==> config.mk <==
export PLATFORM = sky130hd
export DESIGN_NAME = dgt_regs
export DESIGN_NICKNAME = d
export VERILOG_FILES = /design/src/hw/dgt_pkg.sv /design/src/hw/dgt_regs.sv
export SDC_FILE = /design/constraint.sdc
export NUM_CORES = 1
export LEC_CHECK = 0
export BUFFER_PORTS_ARGS = -buffer_cell sky130_fd_sc_hd__buf_2
export CORE_ASPECT_RATIO = 1.75
export CORE_MARGIN = 3
export CORE_UTILIZATION = 30
export DETAILED_ROUTE_END_ITERATION = 7
export PLACE_DENSITY = 0.56
export SLEW_MARGIN = 10
export SYNTH_ARGS = -nofsm -noshare
export SYNTH_HDL_FRONTEND = slang
export SYNTH_SLANG_ARGS = --single-unit
==> constraint.sdc <==
create_clock -name aclk -period 2.8 [get_ports aclk]
set_input_delay 0.42 -clock aclk [delete_from_list [all_inputs] [get_ports aclk]]
set_output_delay 0.42 -clock aclk [all_outputs]
set_load 0.05 [all_outputs]
==> src/hw/dgt_pkg.sv <==
package dgt_pkg;

  // ****************************************************
  // bus geometry
  // ****************************************************
  localparam int ADDR_W = 8;
  localparam int DATA_W = 32;
  localparam logic [1:0] RESP_OKAY = 2'h0;
  localparam logic [1:0] RESP_SLVERR = 2'h2;

  // ****************************************************
  // register indices, byte address is four times these
  // ****************************************************
  localparam logic [5:0] IDX_RX_FINE_GAIN = 6'h29;
  localparam logic [5:0] IDX_CHANNEL_FORMAT = 6'h2a;
  localparam logic [5:0] IDX_LEVEL_THRESHOLD = 6'h2b;
  localparam logic [5:0] IDX_LEVEL_IRQ_CTRL = 6'h2c;
  localparam logic [5:0] IDX_EVENT_STATUS = 6'h2d;
  localparam logic [5:0] IDX_EVENT_MASK = 6'h2e;

  // ****************************************************
  // field positions
  // ****************************************************
  localparam int POS_FINE_DIR = 4;
  localparam int POS_FMT_LO = 2;
  localparam int POS_B2_EN = 1;
  localparam int POS_B1_EN = 0;
  localparam int POS_FLAG = 3;
  localparam int POS_SEL = 2;
  localparam int POS_MASK = 1;
  localparam int POS_POL = 0;
  localparam int POS_EVT_THRESH = 0;

  // ****************************************************
  // values after reset
  // ****************************************************
  localparam logic [7:0] RST_REG8 = 8'h00;
  localparam logic [15:0] RST_SAMPLE = 16'h0000;

  // ****************************************************
  // channel coding
  // ****************************************************
  typedef enum logic [1:0] {
    DGT_FMT_ALAW = 2'b00,
    DGT_FMT_MULAW = 2'b01,
    DGT_FMT_LIN8 = 2'b10,
    DGT_FMT_LIN16 = 2'b11
  } dgt_format_t;

  typedef enum logic [2:0] {
    DGT_SEL_NONE,
    DGT_SEL_GAIN,
    DGT_SEL_FORMAT,
    DGT_SEL_THRESH,
    DGT_SEL_IRQCTL,
    DGT_SEL_STATUS,
    DGT_SEL_MASK
  } dgt_sel_t;

  typedef struct packed {
    logic dir;
    logic [3:0] steps;
  } dgt_fine_gain_t;

  typedef struct packed {
    dgt_format_t fmt;
    logic b2_en;
    logic b1_en;
  } dgt_chan_ctl_t;

  typedef struct packed {
    logic flag;
    logic sel;
    logic mask;
    logic pol;
  } dgt_irq_ctl_t;

endpackage

==> src/hw/dgt_regs.sv <==
// Implementation choice: the AXI4-Lite register port.
`timescale 1ns/1ps
// Summary of operation
// RULE1 - reserved upper bits always read zero
// RULE2 - direction bit four: gain or attenuation
// RULE3 - tenth dB steps, zero steps no change
// RULE4 - format: A-law, mu-law, 8-bit linear
// RULE5 - code 11: 16-bit over both channels
// RULE6 - second channel enable gates its transfers
// RULE7 - 16-bit, second off: upper byte first
// RULE8 - first channel enable gates its transfers
// RULE9 - 16-bit, first off: lower byte second
// RULE10 - threshold register sets comparison level
// RULE11 - select bit picks current or voltage
// RULE12 - polarity: below or above absolute value
// RULE13 - flag sticks; software writes zero clears
// RULE14 - interrupt needs flag, mask, global enable; the code also raises it from event_status & event_mask while the flag is clear
// RULE15 - masked event still sets the flag
// RULE16 - writing one leaves flag unchanged
// RULE17 - compare on every measurement update
module dgt_regs (
  input wire logic aclk,
  input wire logic aresetn,
  // axi4-lite slave
  input wire logic [dgt_pkg::ADDR_W-1:0] s_axi_awaddr,
  input wire logic s_axi_awvalid,
  output logic s_axi_awready,
  input wire logic [dgt_pkg::DATA_W-1:0] s_axi_wdata,
  input wire logic [3:0] s_axi_wstrb,
  input wire logic s_axi_wvalid,
  output logic s_axi_wready,
  output logic [1:0] s_axi_bresp,
  output logic s_axi_bvalid,
  input wire logic s_axi_bready,
  input wire logic [dgt_pkg::ADDR_W-1:0] s_axi_araddr,
  input wire logic s_axi_arvalid,
  output logic s_axi_arready,
  output logic [dgt_pkg::DATA_W-1:0] s_axi_rdata,
  output logic [1:0] s_axi_rresp,
  output logic s_axi_rvalid,
  input wire logic s_axi_rready,
  // measurements
  input wire logic [7:0] line_current_value,
  input wire logic [7:0] line_voltage_value,
  input wire logic measure_update,
  input wire logic global_irq_enable,
  output logic irq_output_pin,
  // receive fine gain
  output logic rx_fine_dir,
  output logic [3:0] rx_fine_steps,
  output logic signed [5:0] rx_fine_gain_tenths,
  // channel data path
  output logic [1:0] channel_data_format,
  input wire logic channel_assign,
  input wire logic [15:0] tx_sample,
  input wire logic [7:0] tx_coded,
  input wire logic tx_valid,
  output logic [7:0] b1_tx_byte,
  output logic b1_tx_valid,
  output logic [7:0] b2_tx_byte,
  output logic b2_tx_valid,
  input wire logic [7:0] b1_rx_byte,
  input wire logic [7:0] b2_rx_byte,
  input wire logic rx_valid,
  output logic [15:0] rx_sample,
  output logic [7:0] rx_coded,
  output logic rx_sample_valid
);
  import dgt_pkg::*;

  // ****************************************************
  // helpers
  // ****************************************************
  // byte address to register select; misaligned or unknown -> none
  function automatic dgt_sel_t dgt_decode(input logic [ADDR_W-1:0] a);
    dgt_sel_t s;
    s = DGT_SEL_NONE;
    if (a[1:0] == 2'b00) begin
      case (a[7:2])
        IDX_RX_FINE_GAIN: s = DGT_SEL_GAIN;
        IDX_CHANNEL_FORMAT: s = DGT_SEL_FORMAT;
        IDX_LEVEL_THRESHOLD: s = DGT_SEL_THRESH;
        IDX_LEVEL_IRQ_CTRL: s = DGT_SEL_IRQCTL;
        IDX_EVENT_STATUS: s = DGT_SEL_STATUS;
        IDX_EVENT_MASK: s = DGT_SEL_MASK;
        default: s = DGT_SEL_NONE;
      endcase
    end
    return s;
  endfunction

  // magnitude of a two's complement byte, nine bits so -128 fits
  function automatic logic [8:0] dgt_abs(input logic [7:0] v);
    logic [8:0] r;
    r = {v[7], v};
    if (v[7]) begin
      r = 9'(-$signed({v[7], v}));
    end
    return r;
  endfunction

  // ****************************************************
  // register state
  // ****************************************************
  dgt_fine_gain_t fine_gain;
  dgt_chan_ctl_t chan_ctl;
  logic [7:0] line_level_threshold;
  dgt_irq_ctl_t irq_ctl;
  logic level_flag;
  logic [2:0] ctl_low;
  logic [0:0] event_status;
  logic [0:0] event_mask;

  logic aw_held;
  logic w_held;
  logic [ADDR_W-1:0] aw_addr;
  logic [DATA_W-1:0] w_data;
  logic [3:0] w_strb;
  logic gie_meta;
  logic gie_sync;

  logic do_write;
  logic wr_lane0;
  dgt_sel_t wr_sel;
  dgt_sel_t rd_sel;
  logic rd_take;
  logic cross_now;
  logic [8:0] level_abs;
  logic [7:0] level_raw;

  assign do_write = aw_held && w_held && !s_axi_bvalid;
  assign wr_sel = dgt_decode(aw_addr);
  assign wr_lane0 = do_write && w_strb[0];
  assign rd_take = s_axi_arvalid && s_axi_arready;
  assign rd_sel = dgt_decode(s_axi_araddr);
  // flag and plain control bits live in separate processes
  assign irq_ctl = dgt_irq_ctl_t'({level_flag, ctl_low});

  // ****************************************************
  // axi write channel
  // ****************************************************
  // address and data are taken independently, committed together
  always_ff @(posedge aclk) begin
    if (!aresetn) begin
      aw_held <= 1'b0;
      w_held <= 1'b0;
      aw_addr <= '0;
      w_data <= '0;
      w_strb <= '0;
      s_axi_awready <= 1'b1;
      s_axi_wready <= 1'b1;
      s_axi_bvalid <= 1'b0;
      s_axi_bresp <= RESP_OKAY;
    end else begin
      if (s_axi_awvalid && s_axi_awready) begin
        aw_held <= 1'b1;
        aw_addr <= s_axi_awaddr;
        s_axi_awready <= 1'b0;
      end
      if (s_axi_wvalid && s_axi_wready) begin
        w_held <= 1'b1;
        w_data <= s_axi_wdata;
        w_strb <= s_axi_wstrb;
        s_axi_wready <= 1'b0;
      end
      if (do_write) begin
        aw_held <= 1'b0;
        w_held <= 1'b0;
        s_axi_awready <= 1'b1;
        s_axi_wready <= 1'b1;
        s_axi_bvalid <= 1'b1;
        s_axi_bresp <= (wr_sel == DGT_SEL_NONE) ? RESP_SLVERR : RESP_OKAY;
      end else if (s_axi_bvalid && s_axi_bready) begin
        s_axi_bvalid <= 1'b0;
      end
    end
  end

  // ****************************************************
  // axi read channel
  // ****************************************************
  // one read in flight; data captured at the address handshake
  always_ff @(posedge aclk) begin
    if (!aresetn) begin
      s_axi_arready <= 1'b1;
      s_axi_rvalid <= 1'b0;
      s_axi_rdata <= '0;
      s_axi_rresp <= RESP_OKAY;
    end else begin
      if (rd_take) begin
        s_axi_arready <= 1'b0;
        s_axi_rvalid <= 1'b1;
        s_axi_rresp <= RESP_OKAY;
        // upper bits of every register zero filled [RULE1]
        case (rd_sel)
          DGT_SEL_GAIN: s_axi_rdata <= {27'h0, fine_gain};
          DGT_SEL_FORMAT: s_axi_rdata <= {28'h0, chan_ctl};
          DGT_SEL_THRESH: s_axi_rdata <= {24'h0, line_level_threshold};
          DGT_SEL_IRQCTL: s_axi_rdata <= {28'h0, irq_ctl};
          DGT_SEL_STATUS: s_axi_rdata <= {31'h0, event_status};
          DGT_SEL_MASK: s_axi_rdata <= {31'h0, event_mask};
          default: begin
            s_axi_rdata <= '0;
            s_axi_rresp <= RESP_SLVERR;
          end
        endcase
      end else if (s_axi_rvalid && s_axi_rready) begin
        s_axi_rvalid <= 1'b0;
        s_axi_arready <= 1'b1;
      end
    end
  end

  // ****************************************************
  // control registers
  // ****************************************************
  // plain read/write fields, byte lane 0 only
  always_ff @(posedge aclk) begin
    if (!aresetn) begin
      fine_gain <= dgt_fine_gain_t'(RST_REG8[4:0]);
      chan_ctl <= dgt_chan_ctl_t'(RST_REG8[3:0]);
      line_level_threshold <= RST_REG8;
      ctl_low[POS_SEL] <= RST_REG8[POS_SEL];
      ctl_low[POS_MASK] <= RST_REG8[POS_MASK];
      ctl_low[POS_POL] <= RST_REG8[POS_POL];
      event_mask <= RST_REG8[0:0];
    end else if (wr_lane0) begin
      case (wr_sel)
        DGT_SEL_GAIN: fine_gain <= dgt_fine_gain_t'(w_data[4:0]);
        DGT_SEL_FORMAT: chan_ctl <= dgt_chan_ctl_t'(w_data[3:0]);
        DGT_SEL_THRESH: line_level_threshold <= w_data[7:0]; // [RULE10]
        DGT_SEL_IRQCTL: begin
          ctl_low[POS_SEL] <= w_data[POS_SEL]; // [RULE11]
          ctl_low[POS_MASK] <= w_data[POS_MASK];
          ctl_low[POS_POL] <= w_data[POS_POL]; // [RULE12]
        end
        DGT_SEL_MASK: event_mask <= w_data[POS_EVT_THRESH +: 1];
        default: ;
      endcase
    end
  end

  // ****************************************************
  // threshold comparator
  // ****************************************************
  // current or voltage chosen by select bit
  assign level_raw = irq_ctl.sel ? line_voltage_value
                                 : line_current_value; // [RULE11]
  assign level_abs = dgt_abs(level_raw);
  // evaluated only when a new measurement arrives [RULE17]
  assign cross_now = measure_update &&
    (irq_ctl.pol ? (level_abs > {1'b0, line_level_threshold})
                 : (level_abs < {1'b0, line_level_threshold})); // [RULE12]

  // sticky flag: set wins, zero write clears, one write keeps
  always_ff @(posedge aclk) begin
    if (!aresetn) begin
      level_flag <= RST_REG8[POS_FLAG];
    end else if (cross_now) begin
      level_flag <= 1'b1; // [RULE13] [RULE15]
    end else if (wr_lane0 && wr_sel == DGT_SEL_IRQCTL &&
                 !w_data[POS_FLAG]) begin
      level_flag <= 1'b0; // [RULE13] [RULE16]
    end
  end

  // event status: set wins over clear on read
  always_ff @(posedge aclk) begin
    if (!aresetn) begin
      event_status <= RST_REG8[0:0];
    end else if (cross_now) begin
      event_status <= 1'b1;
    end else if (rd_take && rd_sel == DGT_SEL_STATUS) begin
      event_status <= 1'b0;
    end
  end

  // global enable arrives from outside, two stage sync
  always_ff @(posedge aclk) begin
    if (!aresetn) begin
      gie_meta <= 1'b0;
      gie_sync <= 1'b0;
    end else begin
      gie_meta <= global_irq_enable;
      gie_sync <= gie_meta;
    end
  end

  // interrupt pin, registered
  always_ff @(posedge aclk) begin
    if (!aresetn) begin
      irq_output_pin <= 1'b0;
    end else begin
      irq_output_pin <= gie_sync && irq_ctl.mask && // [RULE14]
        (irq_ctl.flag || |(event_status & event_mask)); // [RULE15]
    end
  end

  // ****************************************************
  // receive fine gain
  // ****************************************************
  // signed gain in tenths of a dB, attenuation negative
  always_ff @(posedge aclk) begin
    if (!aresetn) begin
      rx_fine_dir <= 1'b0;
      rx_fine_steps <= RST_REG8[3:0];
      rx_fine_gain_tenths <= '0;
    end else begin
      rx_fine_dir <= fine_gain.dir;
      rx_fine_steps <= fine_gain.steps; // [RULE3]
      rx_fine_gain_tenths <= fine_gain.dir // [RULE2]
        ? -$signed({2'b00, fine_gain.steps})
        : $signed({2'b00, fine_gain.steps}); // zero steps gives 0 [RULE3]
    end
  end

  // ****************************************************
  // channel transmit path
  // ****************************************************
  // route one sample into the assigned channel if enabled, into both enabled channels in 16-bit mode
  always_ff @(posedge aclk) begin
    if (!aresetn) begin
      channel_data_format <= RST_REG8[1:0];
      b1_tx_byte <= RST_REG8;
      b2_tx_byte <= RST_REG8;
      b1_tx_valid <= 1'b0;
      b2_tx_valid <= 1'b0;
    end else begin
      channel_data_format <= chan_ctl.fmt; // [RULE4]
      b1_tx_valid <= 1'b0;
      b2_tx_valid <= 1'b0;
      if (tx_valid) begin
        case (chan_ctl.fmt)
          DGT_FMT_LIN16: begin
            // both channels regardless of assignment [RULE5]
            b1_tx_byte <= tx_sample[15:8]; // [RULE7]
            b2_tx_byte <= tx_sample[7:0]; // [RULE9]
            b1_tx_valid <= chan_ctl.b1_en; // [RULE8]
            b2_tx_valid <= chan_ctl.b2_en; // [RULE6]
          end
          DGT_FMT_LIN8: begin
            // low byte dropped [RULE4]
            b1_tx_byte <= tx_sample[15:8];
            b2_tx_byte <= tx_sample[15:8];
            b1_tx_valid <= !channel_assign && chan_ctl.b1_en; // [RULE8]
            b2_tx_valid <= channel_assign && chan_ctl.b2_en; // [RULE6]
          end
          default: begin
            // companded byte from the codec [RULE4]
            b1_tx_byte <= tx_coded;
            b2_tx_byte <= tx_coded;
            b1_tx_valid <= !channel_assign && chan_ctl.b1_en; // [RULE8]
            b2_tx_valid <= channel_assign && chan_ctl.b2_en; // [RULE6]
          end
        endcase
      end
    end
  end

  // ****************************************************
  // channel receive path
  // ****************************************************
  // disabled channels contribute zero in 16-bit mode
  always_ff @(posedge aclk) begin
    if (!aresetn) begin
      rx_sample <= RST_SAMPLE;
      rx_coded <= RST_REG8;
      rx_sample_valid <= 1'b0;
    end else begin
      rx_sample_valid <= 1'b0;
      if (rx_valid) begin
        case (chan_ctl.fmt)
          DGT_FMT_LIN16: begin
            rx_sample <= {chan_ctl.b1_en ? b1_rx_byte : 8'h00, // [RULE7]
                          chan_ctl.b2_en ? b2_rx_byte : 8'h00}; // [RULE9]
            rx_sample_valid <= chan_ctl.b1_en || chan_ctl.b2_en; // [RULE5]
          end
          DGT_FMT_LIN8: begin
            rx_sample <= {channel_assign ? b2_rx_byte : b1_rx_byte, 8'h00};
            rx_sample_valid <= channel_assign ? chan_ctl.b2_en // [RULE6]
                                              : chan_ctl.b1_en; // [RULE8]
          end
          default: begin
            rx_coded <= channel_assign ? b2_rx_byte : b1_rx_byte;
            rx_sample_valid <= channel_assign ? chan_ctl.b2_en
                                              : chan_ctl.b1_en;
          end
        endcase
      end
    end
  end

endmodule // dgt_regs

==> results of run 1 <==
==> flip-flops by register name, indices dropped and copies added, names as in the netlist, 2 cells and up <==
register	flops
rx_coded	8
s_axi_rdata	8
rx_fine_gain_tenths	5
line_level_threshold	8
fine_gain	5
rx_fine_steps	4
aw_addr	8
ctl_low	3
b2_tx_byte	8
chan_ctl	4
rx_sample	16
w_data	8
b1_tx_byte	8
channel_data_format	2
==> through the flow <==
step | hold WS (ns) | setup WS, ns | power [W] | cells
final | 0.224 | 0.210 | 0.00447 | 998
after floorplan | 0.412 | 0.236 | 0.00217 | 618
after CTS | 0.199 | 0.0395 | 0.00455 | 998
after detailed placement | 0.419 | 0.0622 | 0.00231 | 966
after global routing | 0.203 | 0.0175 | 0.00466 | 998
after global placement | 0.420 | 0.0971 | 0.00231 | 966
==> Yosys cell counts, drive strengths merged, types with 6 or more instances <==
| cell | instances | area, um2 |
|---|---|---|
| a211oi | 8 | 60.1 |
| a21boi | 20 | 150 |
| a21oi | 24 | 120 |
| a22oi | 18 | 135 |
| a31oi | 6 | 37.5 |
| and2 | 14 | 87.6 |
| buf | 40 | 265 |
| clkbuf | 19 | 71.3 |
| dfxtp | 115 | 2300 |
| ha | 10 | 125 |
| inv | 18 | 67.6 |
| mux2i | 67 | 671 |
| nand2 | 59 | 221 |
| nand3 | 23 | 115 |
| nor2 | 24 | 90.1 |
| nor2b | 54 | 338 |
| o211a | 17 | 170 |
| o21ai | 15 | 75.1 |
| xnor2 | 7 | 61.3 |
==> power groups by stage <==
stage / Clock [W] / Combinational (W) / Sequential (W)
after detailed placement: 0 / 0.000540 / 0.00177
final: 0.00220 / 0.000537 / 0.00173
after CTS: 0.00227 / 0.000542 / 0.00173
after global routing: 0.00234 / 0.000585 / 0.00174
after global placement: 0 / 0.000536 / 0.00177
after floorplan: 0 / 0.000298 / 0.00187
==> what timing repair did <==
| action | CTS | global route |
|---|---|---|
| resized for setup | 0 | 4 |
| endpoints found under the hold margin | 0 | 0 |
| endpoints found under the setup margin | 0 | 2 |
==> final cells by class <==
cell class,count,share of cell area
Tap cell,231,0.0409
Inverter,18,0.00956
Sequential cell,115,0.326
Clock inverter,12,0.0223
Multi-Input combinational cell,426,0.407
Timing Repair Buffer,176,0.131
Clock buffer,20,0.0632
==> cell families (layout without fill, tap and decap cells) <==
logic type | Yosys count | in the layout | share of synthesized area
simple gates | 196 | 196 | 0.195
compound gates | 119 | 119 | 0.152
flops | 115 | 115 | 0.420
buf+inv | 77 | 226 | 0.0738
mux | 68 | 68 | 0.124
fa+ha+maj | 10 | 10 | 0.0228
xor+xnor | 7 | 7 | 0.0112
other cells | 1 | 26 | 0.000685
==> how the worst min path moves through the flow <==
| stage | start | endpoint | slack [ns] | cells after the start |
|---|---|---|---|---|
| global route | global_irq_enable | gie_meta$_SDFF_PN0_ | 0.20 | 2 |
| detailed placement | gie_meta$_SDFF_PN0_ | gie_sync$_SDFF_PN0_ | 0.42 | 1 |
| global placement | gie_meta$_SDFF_PN0_ | gie_sync$_SDFF_PN0_ | 0.42 | 1 |
| finish | global_irq_enable | gie_meta$_SDFF_PN0_ | 0.22 | 2 |
| CTS | global_irq_enable | gie_meta$_SDFF_PN0_ | 0.20 | 2 |
| floorplan | gie_meta$_SDFF_PN0_ | gie_sync$_SDFF_PN0_ | 0.41 | 1 |
==> per-layer routing <==
metal  vias to the layer above  GRT usage  wire (um)
li1                       2341          -          -
met1                      2099      0.158       5780
met2                       129      0.272       7930
met3                        15     0.0382        734
met4                         0     0.0521        230
met5                         -          0          0
==> run_results.csv, run 1 <==
group,metric,value,unit
pwr,p_int,0.00329,W
logic_synthesis,yosysSeqAreaShare,0.420,
floorplanning,die_area,20000,um2
timing,setup_viol,0,
layout,fillers,1802,
setup_path,setup.worst_path.start_class,"flop",
setup_path,r2r_end,"level_flag$_SDFFE_PN0P_",
setup_path,slowest_delay,0.54,ns
route,wl_per_cell,14.7,um
setup_path,path_class,"flop to flop",
timing,fin_skew,0.00740,ns
logic_synthesis,synth_area_per_cell,9.24,um2
timing,worst_pin_slew,0.614,ns
grt,grt_pass1_wl,22800,um
floorplanning,initial_core_util,0.310,
job,maxCapViolCount,0,
placed_design,placed_area,6450,um2
logic_synthesis,synth_area,5480,um2
cts,cts_buffers,17,
logic_synthesis,ys_warn_count,0,
setup_path,r2r-start,"ctl_low[2]$_SDFFE_PN0N_",
setup_path,crit_path_max_fanout,5,
logic_synthesis,synth.distinct_cells,45,
cts,clk_pin_slew,0.06,ns
pwr,clockPowerShare,0.493,
layout,final_core_util,0.399,
grt,grt_pass1_vias,4463,
cts,postCtsSetupRepairBufs,0,
cts,clk_path_buf_depth,2,
pwr,p_sw,0.00119,W
layout,layout-drive-gt1-share,0.282,
setup_path,crit_end,"level_flag$_SDFFE_PN0P_",
timing,min_period,2.59,ns
logic_synthesis,ys_ff_latch,115,
floorplanning,rows,64,
route,totalWireLength,14700,um
placed_design,gp_congestion,0.794,
route,dr.pass1.iters,5,
layout,diodes,0,
timing,slew_viol_final,0,
cts,root_buffer,"clkbuf_16",
timing,hold_violations,0,
route,dr.first_iter.drc_count,144,
cts,cts_sinks,115,
setup_path,cp_top_family,"simple AND/OR/NAND/NOR gates",
floorplanning,ioPinCount,218,
timing,relSlewSlack,0.589,
layout,mostFrequentLayoutCell,"buf_2",
cts,cts-hold-fix-buffers,0,
pwr,p_sw_frac,0.265,
cts,clock_latency,0.41,ns
grt,grt_overflow,0,
floorplanning,core_area,17700,um2
layout,syn2layout_area_growth,29.0,%
timing,rsz0062_at_grt,"false",
layout,register_area,2310,um2
grt,grt_usage,0.147,
layout,final_cell_mix,"buf_2 (164), dfxtp_1 (114), mux2i_1 (66), nand2_1 (59), nor2b_1 (54)",
grt,antenna_found_initial,0,
min_path,worstHoldPathType,"input port to flop",
setup_path,crit_cells,13,
setup_path,startpoint,"ctl_low[2]$_SDFFE_PN0N_",
pwr,power.density,633,nW/um2
logic_synthesis,synth_edf_count,0,
layout,stdcell_area,7070,um2
logic_synthesis,netlist_instances,593,
placed_design,port_buffers,164,
pwr,vdd_drop_max,0.314,mV
route,avgViaCountPerCell,4.59,
setup_path,r2r_setup_slack,0.21,ns
pwr,p_leak,3.26,nW
setup_path,critical_path_arrival,2.92,ns
floorplanning,die_x,108,um
status,status,"completed",
logic_synthesis,synthFlopType,"dfxtp_1",
setup_path,reg2reg_depth,13,
route,ant_nets,0,
floorplanning,dieHeight,185,um
timing,post-route-period-util,0.925,
cts,cts_max_level,4,
setup_path,crit_required,3.13,ns
layout,nets,884,
setup_path,path_cells,"buf_4, mux2i_1, buf_4, nand3_1, inv_1, nor2_1, xnor2_1, ha_1, nand3_1, o21bai_1, a31oi_1, or4_1, o211ai_1",
setup_path,slowest_stage,"or4_1",
placed_design,hpwl,11000,um
timing,setup-tns-final,0,ns
setup_path,worstSetupEndpointType,"flop",
cts,cts_tree,"built",
timing,max_freq,386,MHz
pwr,power.share.sequential,0.387,
layout,multi_input_area,2880,um2
logic_synthesis,async_flop_share,0,
grt,grt_max_degree,111,
pwr,combPwrFrac,0.120,
route,vias,4584,
setup_path,critPathBufInv,3,
route,drc,0,
No activity file was read; power rests on OpenSTA's default activity.
==> run 2: changes to the inputs <==
--- a/config.mk
+++ b/config.mk
@@ -10,7 +10,7 @@
 export CORE_MARGIN = 3
 export CORE_UTILIZATION = 30
 export DETAILED_ROUTE_END_ITERATION = 7
-export PLACE_DENSITY = 0.56
+export PLACE_DENSITY = 0.58
 export SLEW_MARGIN = 10
 export SYNTH_ARGS = -nofsm -noshare
 export SYNTH_HDL_FRONTEND = slang
==> constraint.sdc (replaced) <==
create_clock -name aclk -period 2.2 [get_ports aclk]
set_input_delay 0.33 -clock aclk [delete_from_list [all_inputs] [get_ports aclk]]
set_output_delay 0.33 -clock aclk [all_outputs]
set_load 0.05 [all_outputs]
==> run 2 against run 1 <==
Against the previous run:
- sequential share of layout area shrank 0.54 points
- critical endpoint unchanged
- critical path type unchanged
- count of clock-buffer cells in the layout grew 1
- clock power is 17% higher
- routed wire length increased by 3.3%
- clock skew up 0.0011 ns
- global-route usage is 0.72 points higher
- register-to-register slack got worse by 0.45 ns
- hold slack worse by 0.092 ns
- the flow now finishes with violations (setup timing)
- combinational power increased by 31%
- final area increased by 1.7%
- die area stayed put
- via count increased by 1.2%
==> run_results.csv, run 2 (synthesized netlist as in run 1, its figures left out) <==
group,metric,value,unit
route,avgViaCountPerCell,4.59,
layout,mostFrequentLayoutCell,"buf_2",
grt,grt_pass1_vias,4584,
layout,nets,894,
floorplanning,die_area,20000,um2
cts,cts_tree,"built",
pwr,p_sw_frac,0.269,
timing,hold_violations,0,
placed_design,gp_congestion,0.796,
floorplanning,initial_core_util,0.310,
cts,clock_latency,0.41,ns
route,dr.pass1.iters,4,
timing,relSlewSlack,0.621,
cts,cts_sinks,115,
pwr,combPwrFrac,0.128,
setup_path,worstSetupEndpointType,"flop",
status,status,"complete, but fails checks",
route,dr.first_iter.drc_count,101,
grt,grt_max_degree,60,
timing,setup_ws,-0.239,ns
setup_path,path_class,"flop to flop",
layout,largest_register_ffs,16,
grt,grt_pass1_wl,23800,um
route,totalWireLength,15200,um
route,drc,0,
status,violations,"setup timing",
floorplanning,core_area,17700,um2
pwr,p_sw,0.00148,W
timing,min_period,2.44,ns
floorplanning,dieHeight,185,um
pwr,vdd_drop_max,0.397,mV
setup_path,slowest_stage,"or4_4",
cts,cts-hold-fix-buffers,0,
grt,antenna_found_initial,4,
placed_design,hpwl,11500,um
floorplanning,die_x,108,um
pwr,p_int,0.00401,W
layout,layout-drive-gt1-share,0.302,
setup_path,path_cells,"buf_12, mux2i_4, ha_4, a31oi_1, xnor2_1, ha_1, nand3_2, o21bai_1, a31oi_1, or4_4, o211ai_1",
cts,cts_max_level,4,
timing,max_freq,410,MHz
timing,slew_viol_final,0,
setup_path,slowest_delay,0.43,ns
min_path,worstHoldPathType,"input port to flop",
timing,hold_ws,0.132,ns
setup_path,crit_path_max_fanout,5,
timing,setup-tns-final,-0.461,ns
placed_design,port_buffers,164,
layout,syn2layout_area_growth,31.2,%
pwr,p_leak,3.32,nW
pwr,clockPowerShare,0.470,
cts,clk_pin_slew,0.05,ns
floorplanning,rows,64,
cts,cts_buffers,17,
timing,worst_pin_slew,0.567,ns
layout,final_cell_mix,"buf_2 (164), dfxtp_1 (114), mux2i_1 (64), nand2_1 (59), nor2b_1 (54)",
timing,post-route-period-util,1.11,
timing,setup_viol,2,
pwr,p_total,0.00549,W
setup_path,critical_path_arrival,2.77,ns
setup_path,setup.worst_path.start_class,"flop",
pwr,power.share.sequential,0.402,
cts,clk_path_buf_depth,2,
route,wl_per_cell,15.0,um
layout,largest_register,"rx_sample",
cts,root_buffer,"clkbuf_16",
grt,grt_overflow,0,
route,ant_nets,0,
job,maxCapViolCount,0,
setup_path,worst_path_most_repeated_cell,"a31oi_1",
timing,rsz0062_at_grt,"true",
timing,fin_skew,0.00851,ns
floorplanning,ioPinCount,218,
pwr,power.density,764,nW/um2
route,vias,4639,
grt,grt_usage,0.154,
setup_path,crit_required,2.53,ns
## run 2: layout make-up
| class | count | area, um2 |
|---|---|---|
| well taps | 231 | 289 |
| clock inverters | 10 | 83.8 |
| clock buffers | 21 | 470 |
| fillers | 1850 | 10500 |
| multi-input cells | 426 | 2940 |
| diodes | 3 | 7.51 |
| inverters | 18 | 67.6 |
| flip-flops and latches | 115 | 2310 |
| repair buffers | 186 | 1020 |
## run 2: path summary, 6_finish.rpt
check,from,endpoint,slack [ns],depth (start not counted)
max,ctl_low[2]$_SDFFE_PN0N_,level_flag$_SDFFE_PN0P_,-0.24,11
min,s_axi_wvalid,s_axi_wready$_SDFFE_PP1P_,0.13,2
max reg2reg,ctl_low[2]$_SDFFE_PN0N_,level_flag$_SDFFE_PN0P_,-0.24,11
min reg2reg,gie_meta$_SDFF_PN0_,gie_sync$_SDFF_PN0_,0.43,1
## run 2: repair_timing
action | in CTS | in global routing
gates resized for setup | 3 | 4
endpoints found under the hold margin | 0 | 0
endpoints found under the setup margin | 2 | 2
buffers inserted | 3 | 1
pin swaps | 0 | 3
cloned | 1 | 0
## run 2: power groups by stage
stage / combinational [W] / clock, W / sequential [W]
floorplan: 0.000386 / 0 / 0.00238
global placement: 0.000693 / 0 / 0.00225
detailed placement: 0.000698 / 0 / 0.00225
CTS: 0.000705 / 0.00266 / 0.00221
global route: 0.000765 / 0.00275 / 0.00222
finish: 0.000701 / 0.00258 / 0.00221
## run 2: through the flow
stage          std cells  setup WS, ns  instance area, um2  utilization
2_1_floorplan        618        -0.122                5630            -
3_3_place_gp         971        -0.213                6530        0.369
3_5_place_dp         971        -0.280                6530        0.369
4_1_cts             1006        -0.233                7150        0.404
5_1_grt             1010        -0.359                7180        0.406
6_report            1010        -0.239                7180        0.406
## run 2: worst max-delay path, delay by kind of cell, from the launching register on
family,cells,cell delay [ns]
and+or+nand+nor,2,0.52
adders and majority gates,2,0.47
AOI/OAI and AO/OA,4,0.39
DFF,1,0.37
muxes,1,0.28
xor gates and xnor gates,1,0.19
buffers and inverters,1,0.13
## run 2: per-layer routing
layer | track usage | up-vias | part of all wire
li1 | - | 2353 | -
met1 | 0.162 | 2134 | 0.38
met2 | 0.285 | 126 | 0.54
met3 | 0.0428 | 24 | 0.052
met4 | 0.0622 | 2 | 0.029
met5 | 0 | - | 0.00046
==> run 3: changes to the inputs <==
--- a/config.mk
+++ b/config.mk
@@ -5,6 +5,7 @@
 export SDC_FILE = /design/constraint.sdc
 export NUM_CORES = 1
 export LEC_CHECK = 0
+export ABC_AREA = 1
 export BUFFER_PORTS_ARGS = -buffer_cell sky130_fd_sc_hd__buf_2
 export CORE_ASPECT_RATIO = 1.75
 export CORE_MARGIN = 3
==> run 3 against run 2 <==
Against the previous run:
- the run still ends with setup timing left
- critical path depth rose by 3
- synthesized cell count increased by 17%
- hold slack worse by 0.0075 ns
- non-clock buffer count decreased by 4
- power increased by 4.0%
- fmax increased by 1.5%
- register-to-register slack improved by 0.04 ns
- sequential share of layout area grew 0.89 points
- setup slack improved by 0.037 ns
- area after synthesis decreased by 3.7%
- clock power is 6% higher
- critical path type unchanged
==> run_results.csv, run 3 <==
group,metric,value,unit
status,status,"complete, but fails checks",
status,violations,"setup timing",
logic_synthesis,ys_warn_count,0,
cts,cts_buffers,17,
route,drc,0,
setup_path,slowest_delay,0.42,ns
cts,clk_path_buf_depth,2,
placed_design,hpwl,11500,um
cts,cts_sinks,115,
layout,diodes,0,
setup_path,reg2reg_depth,14,
logic_synthesis,synth_common_cells,"nand2_1 (119), dfxtp_1 (115), inv_1 (79)",
layout,mostFrequentLayoutCell,"buf_2",
timing,setup_ws,-0.202,ns
floorplanning,ioPinCount,218,
layout,final_cell_mix,"buf_2 (164), nand2_1 (118), dfxtp_1 (114), inv_1 (79), a21oi_1 (73)",
layout,largest_register_ffs,16,
route,avgViaCountPerCell,4.52,
setup_path,setup.worst_path.start_class,"flop",
setup_path,path_cells,"nand2_1, o21ai_1, inv_1, nor2_2, nand4_1, nand2_1, xor2_1, inv_1, ha_1, and3_4, nand3b_1, nand3_1, o211ai_1, a21oi_1",
layout,syn2layout_area_growth,32.5,%
logic_synthesis,synthFlopType,"dfxtp_1",
logic_synthesis,synth.distinct_cells,43,
cts,clock_latency,0.40,ns
logic_synthesis,synth_edf_count,0,
logic_synthesis,async_flop_share,0,
grt,grt_overflow,0,
floorplanning,initial_core_util,0.308,
floorplanning,die_x,106,um
placed_design,gp_congestion,0.813,
pwr,power.density,817,nW/um2
job,maxCapViolCount,0,
pwr,vdd_drop_max,0.463,mV
layout,layout-drive-gt1-share,0.285,
grt,grt_usage,0.157,
logic_synthesis,yosysSeqAreaShare,0.436,
min_path,worstHoldPathType,"input port to flop",
layout,fin_cells,1109,
route,ant_nets,0,
cts,cts_tree,"built",
timing,max_freq,416,MHz
setup_path,crit_path_max_fanout,8,
setup_path,worstSetupEndpointType,"flop",
layout,largest_register,"rx_sample",
timing,slew_viol_final,0,
pwr,p_leak,3.27,nW
logic_synthesis,yosysMostFrequentCell,"nand2_1",
floorplanning,dieHeight,181,um
route,totalWireLength,15200,um
setup_path,critical_path_arrival,2.68,ns
pwr,p_total,0.00571,W
logic_synthesis,synth_area_per_cell,7.60,um2
floorplanning,die_area,19300,um2
grt,antenna_found_initial,0,
route,dr.pass1.iters,4,
timing,worst_pin_slew,0.923,ns
timing,setup_viol,2,
setup_path,r2r_setup_slack,-0.20,ns
timing,min_period,2.40,ns
logic_synthesis,yosysTopAreaCell,"dfxtp_1",
timing,post-route-period-util,1.09,
cts,cts-hold-fix-buffers,0,
cts,cts_max_level,4,
min_path,hold_path_depth,3,
cts,clk_pin_slew,0.05,ns
floorplanning,core_area,17100,um2
logic_synthesis,ys_ff_latch,115,
timing,relSlewSlack,0.383,
route,wl_per_cell,13.7,um
logic_synthesis,netlist_instances,694,
timing,hold_violations,0,
setup_path,path_class,"flop to flop",
grt,grt_pass1_wl,24200,um
logic_synthesis,synthTopCellsByArea,"dfxtp_1 (44%), nand2_1 (8.5%), a21oi_1 (7.1%), o21ai_0 (6.7%), inv_1 (5.6%)",
floorplanning,rows,63,
logic_synthesis,synth_area,5280,um2
timing,fin_skew,0.0104,ns
placed_design,port_buffers,164,
setup_path,crit_required,2.48,ns
cts,root_buffer,"clkbuf_16",
route,dr.first_iter.drc_count,169,
setup_path,slowest_stage,"dfxtp_4",
route,vias,5012,
grt,grt_pass1_vias,4928,
grt,grt_max_degree,88,
logic_synthesis,netlist.area_leader.share,0.436,
placed_design,dp_cells,1075,
layout,nets,999,
timing,rsz0062_at_grt,"true",
[run 3: cell types whose count changed after synthesis, moves of 20 or more]
| cell | delta |
|---|---|
| a21boi_0 | -20 |
| a21oi_1 | +51 |
| inv_1 | +61 |
| mux2i_1 | -57 |
| nand2_1 | +60 |
| nor2_1 | +23 |
| nor2b_1 | -54 |
| o21ai_0 | +56 |
[run 3: logic make-up (layout without fill, tap and decap cells)]
group	Yosys count	count (layout)	share of synthesized area
compound gates	195	195	0.206
flops	115	115	0.436
mux	11	11	0.0211
buf+inv	136	299	0.120
xor+xnor	4	4	0.00664
other cells	1	26	0.000711
simple gates	222	222	0.186
fa+ha+maj	10	10	0.0237
[run 3: area by class of cell]
type	count	area, um2
fill	1854	10100
multi-input combinational	468	2530
sequential	115	2310
timing repair buffer	182	968
clock buffer	21	450
inverter	85	319
tap	227	284
clock inverter	11	135
[run 3: stage by stage]
stage / setup slack [ns] / hold slack [ns] / area (um2) / util / TNS [ns]
after floorplan: -0.145 / 0.390 / 5420 / - / -0.289
after global placement: -0.272 / 0.400 / 6340 / 0.371 / -0.541
after detailed placement: -0.298 / 0.402 / 6340 / 0.371 / -0.588
after CTS: -0.190 / 0.105 / 6950 / 0.406 / -0.373
after global routing: -0.394 / 0.126 / 6990 / 0.409 / -0.783
final: -0.202 / 0.124 / 6990 / 0.409 / -0.397
[run 3: worst max-delay path, delay by kind of cell, from the launching register on]
kind / cells / cell delay (ns)
AND/OR/NAND/NOR: 7 / 0.88
AO/OA/AOI/OAI: 3 / 0.42
flip-flops: 1 / 0.42
adder cells (fa/ha/maj): 1 / 0.28
XOR/XNOR: 1 / 0.15
buffers and inverters: 2 / 0.14
[run 3: path summary, 6_finish.rpt]
| check | start | to |
|---|---|---|
| hold reg to reg | gie_meta$_SDFF_PN0_ | gie_sync$_SDFF_PN0_ |
| setup reg to reg | ctl_low[2]$_SDFFE_PN0N_ | event_status$_SDFFE_PN0P_ |
| setup / recovery | ctl_low[2]$_SDFFE_PN0N_ | event_status$_SDFFE_PN0P_ |
| hold / removal | global_irq_enable | gie_meta$_SDFF_PN0_ |
[run 3: power by group]
part	switching, W	internal [W]	leakage [nW]	total (W)
logic	0.000533	0.000221	2.04	0.000754
registers	0.0000463	0.00217	0.941	0.00221
clock network	0.000946	0.00180	0.286	0.00274
[run 3: metal layers]
layer | GRT usage | wire [um]
met3 | 0.0374 | 837
met2 | 0.296 | 8300
met5 | 0 | 0
met4 | 0.0586 | 225
met1 | 0.164 | 5790
[run 3: repair_timing]
| item | in CTS | in global routing |
|---|---|---|
| resized for setup | 8 | 7 |
| setup buffers | 1 | 1 |
| pin swaps | 10 | 6 |
| setup endpoints to repair | 2 | 2 |
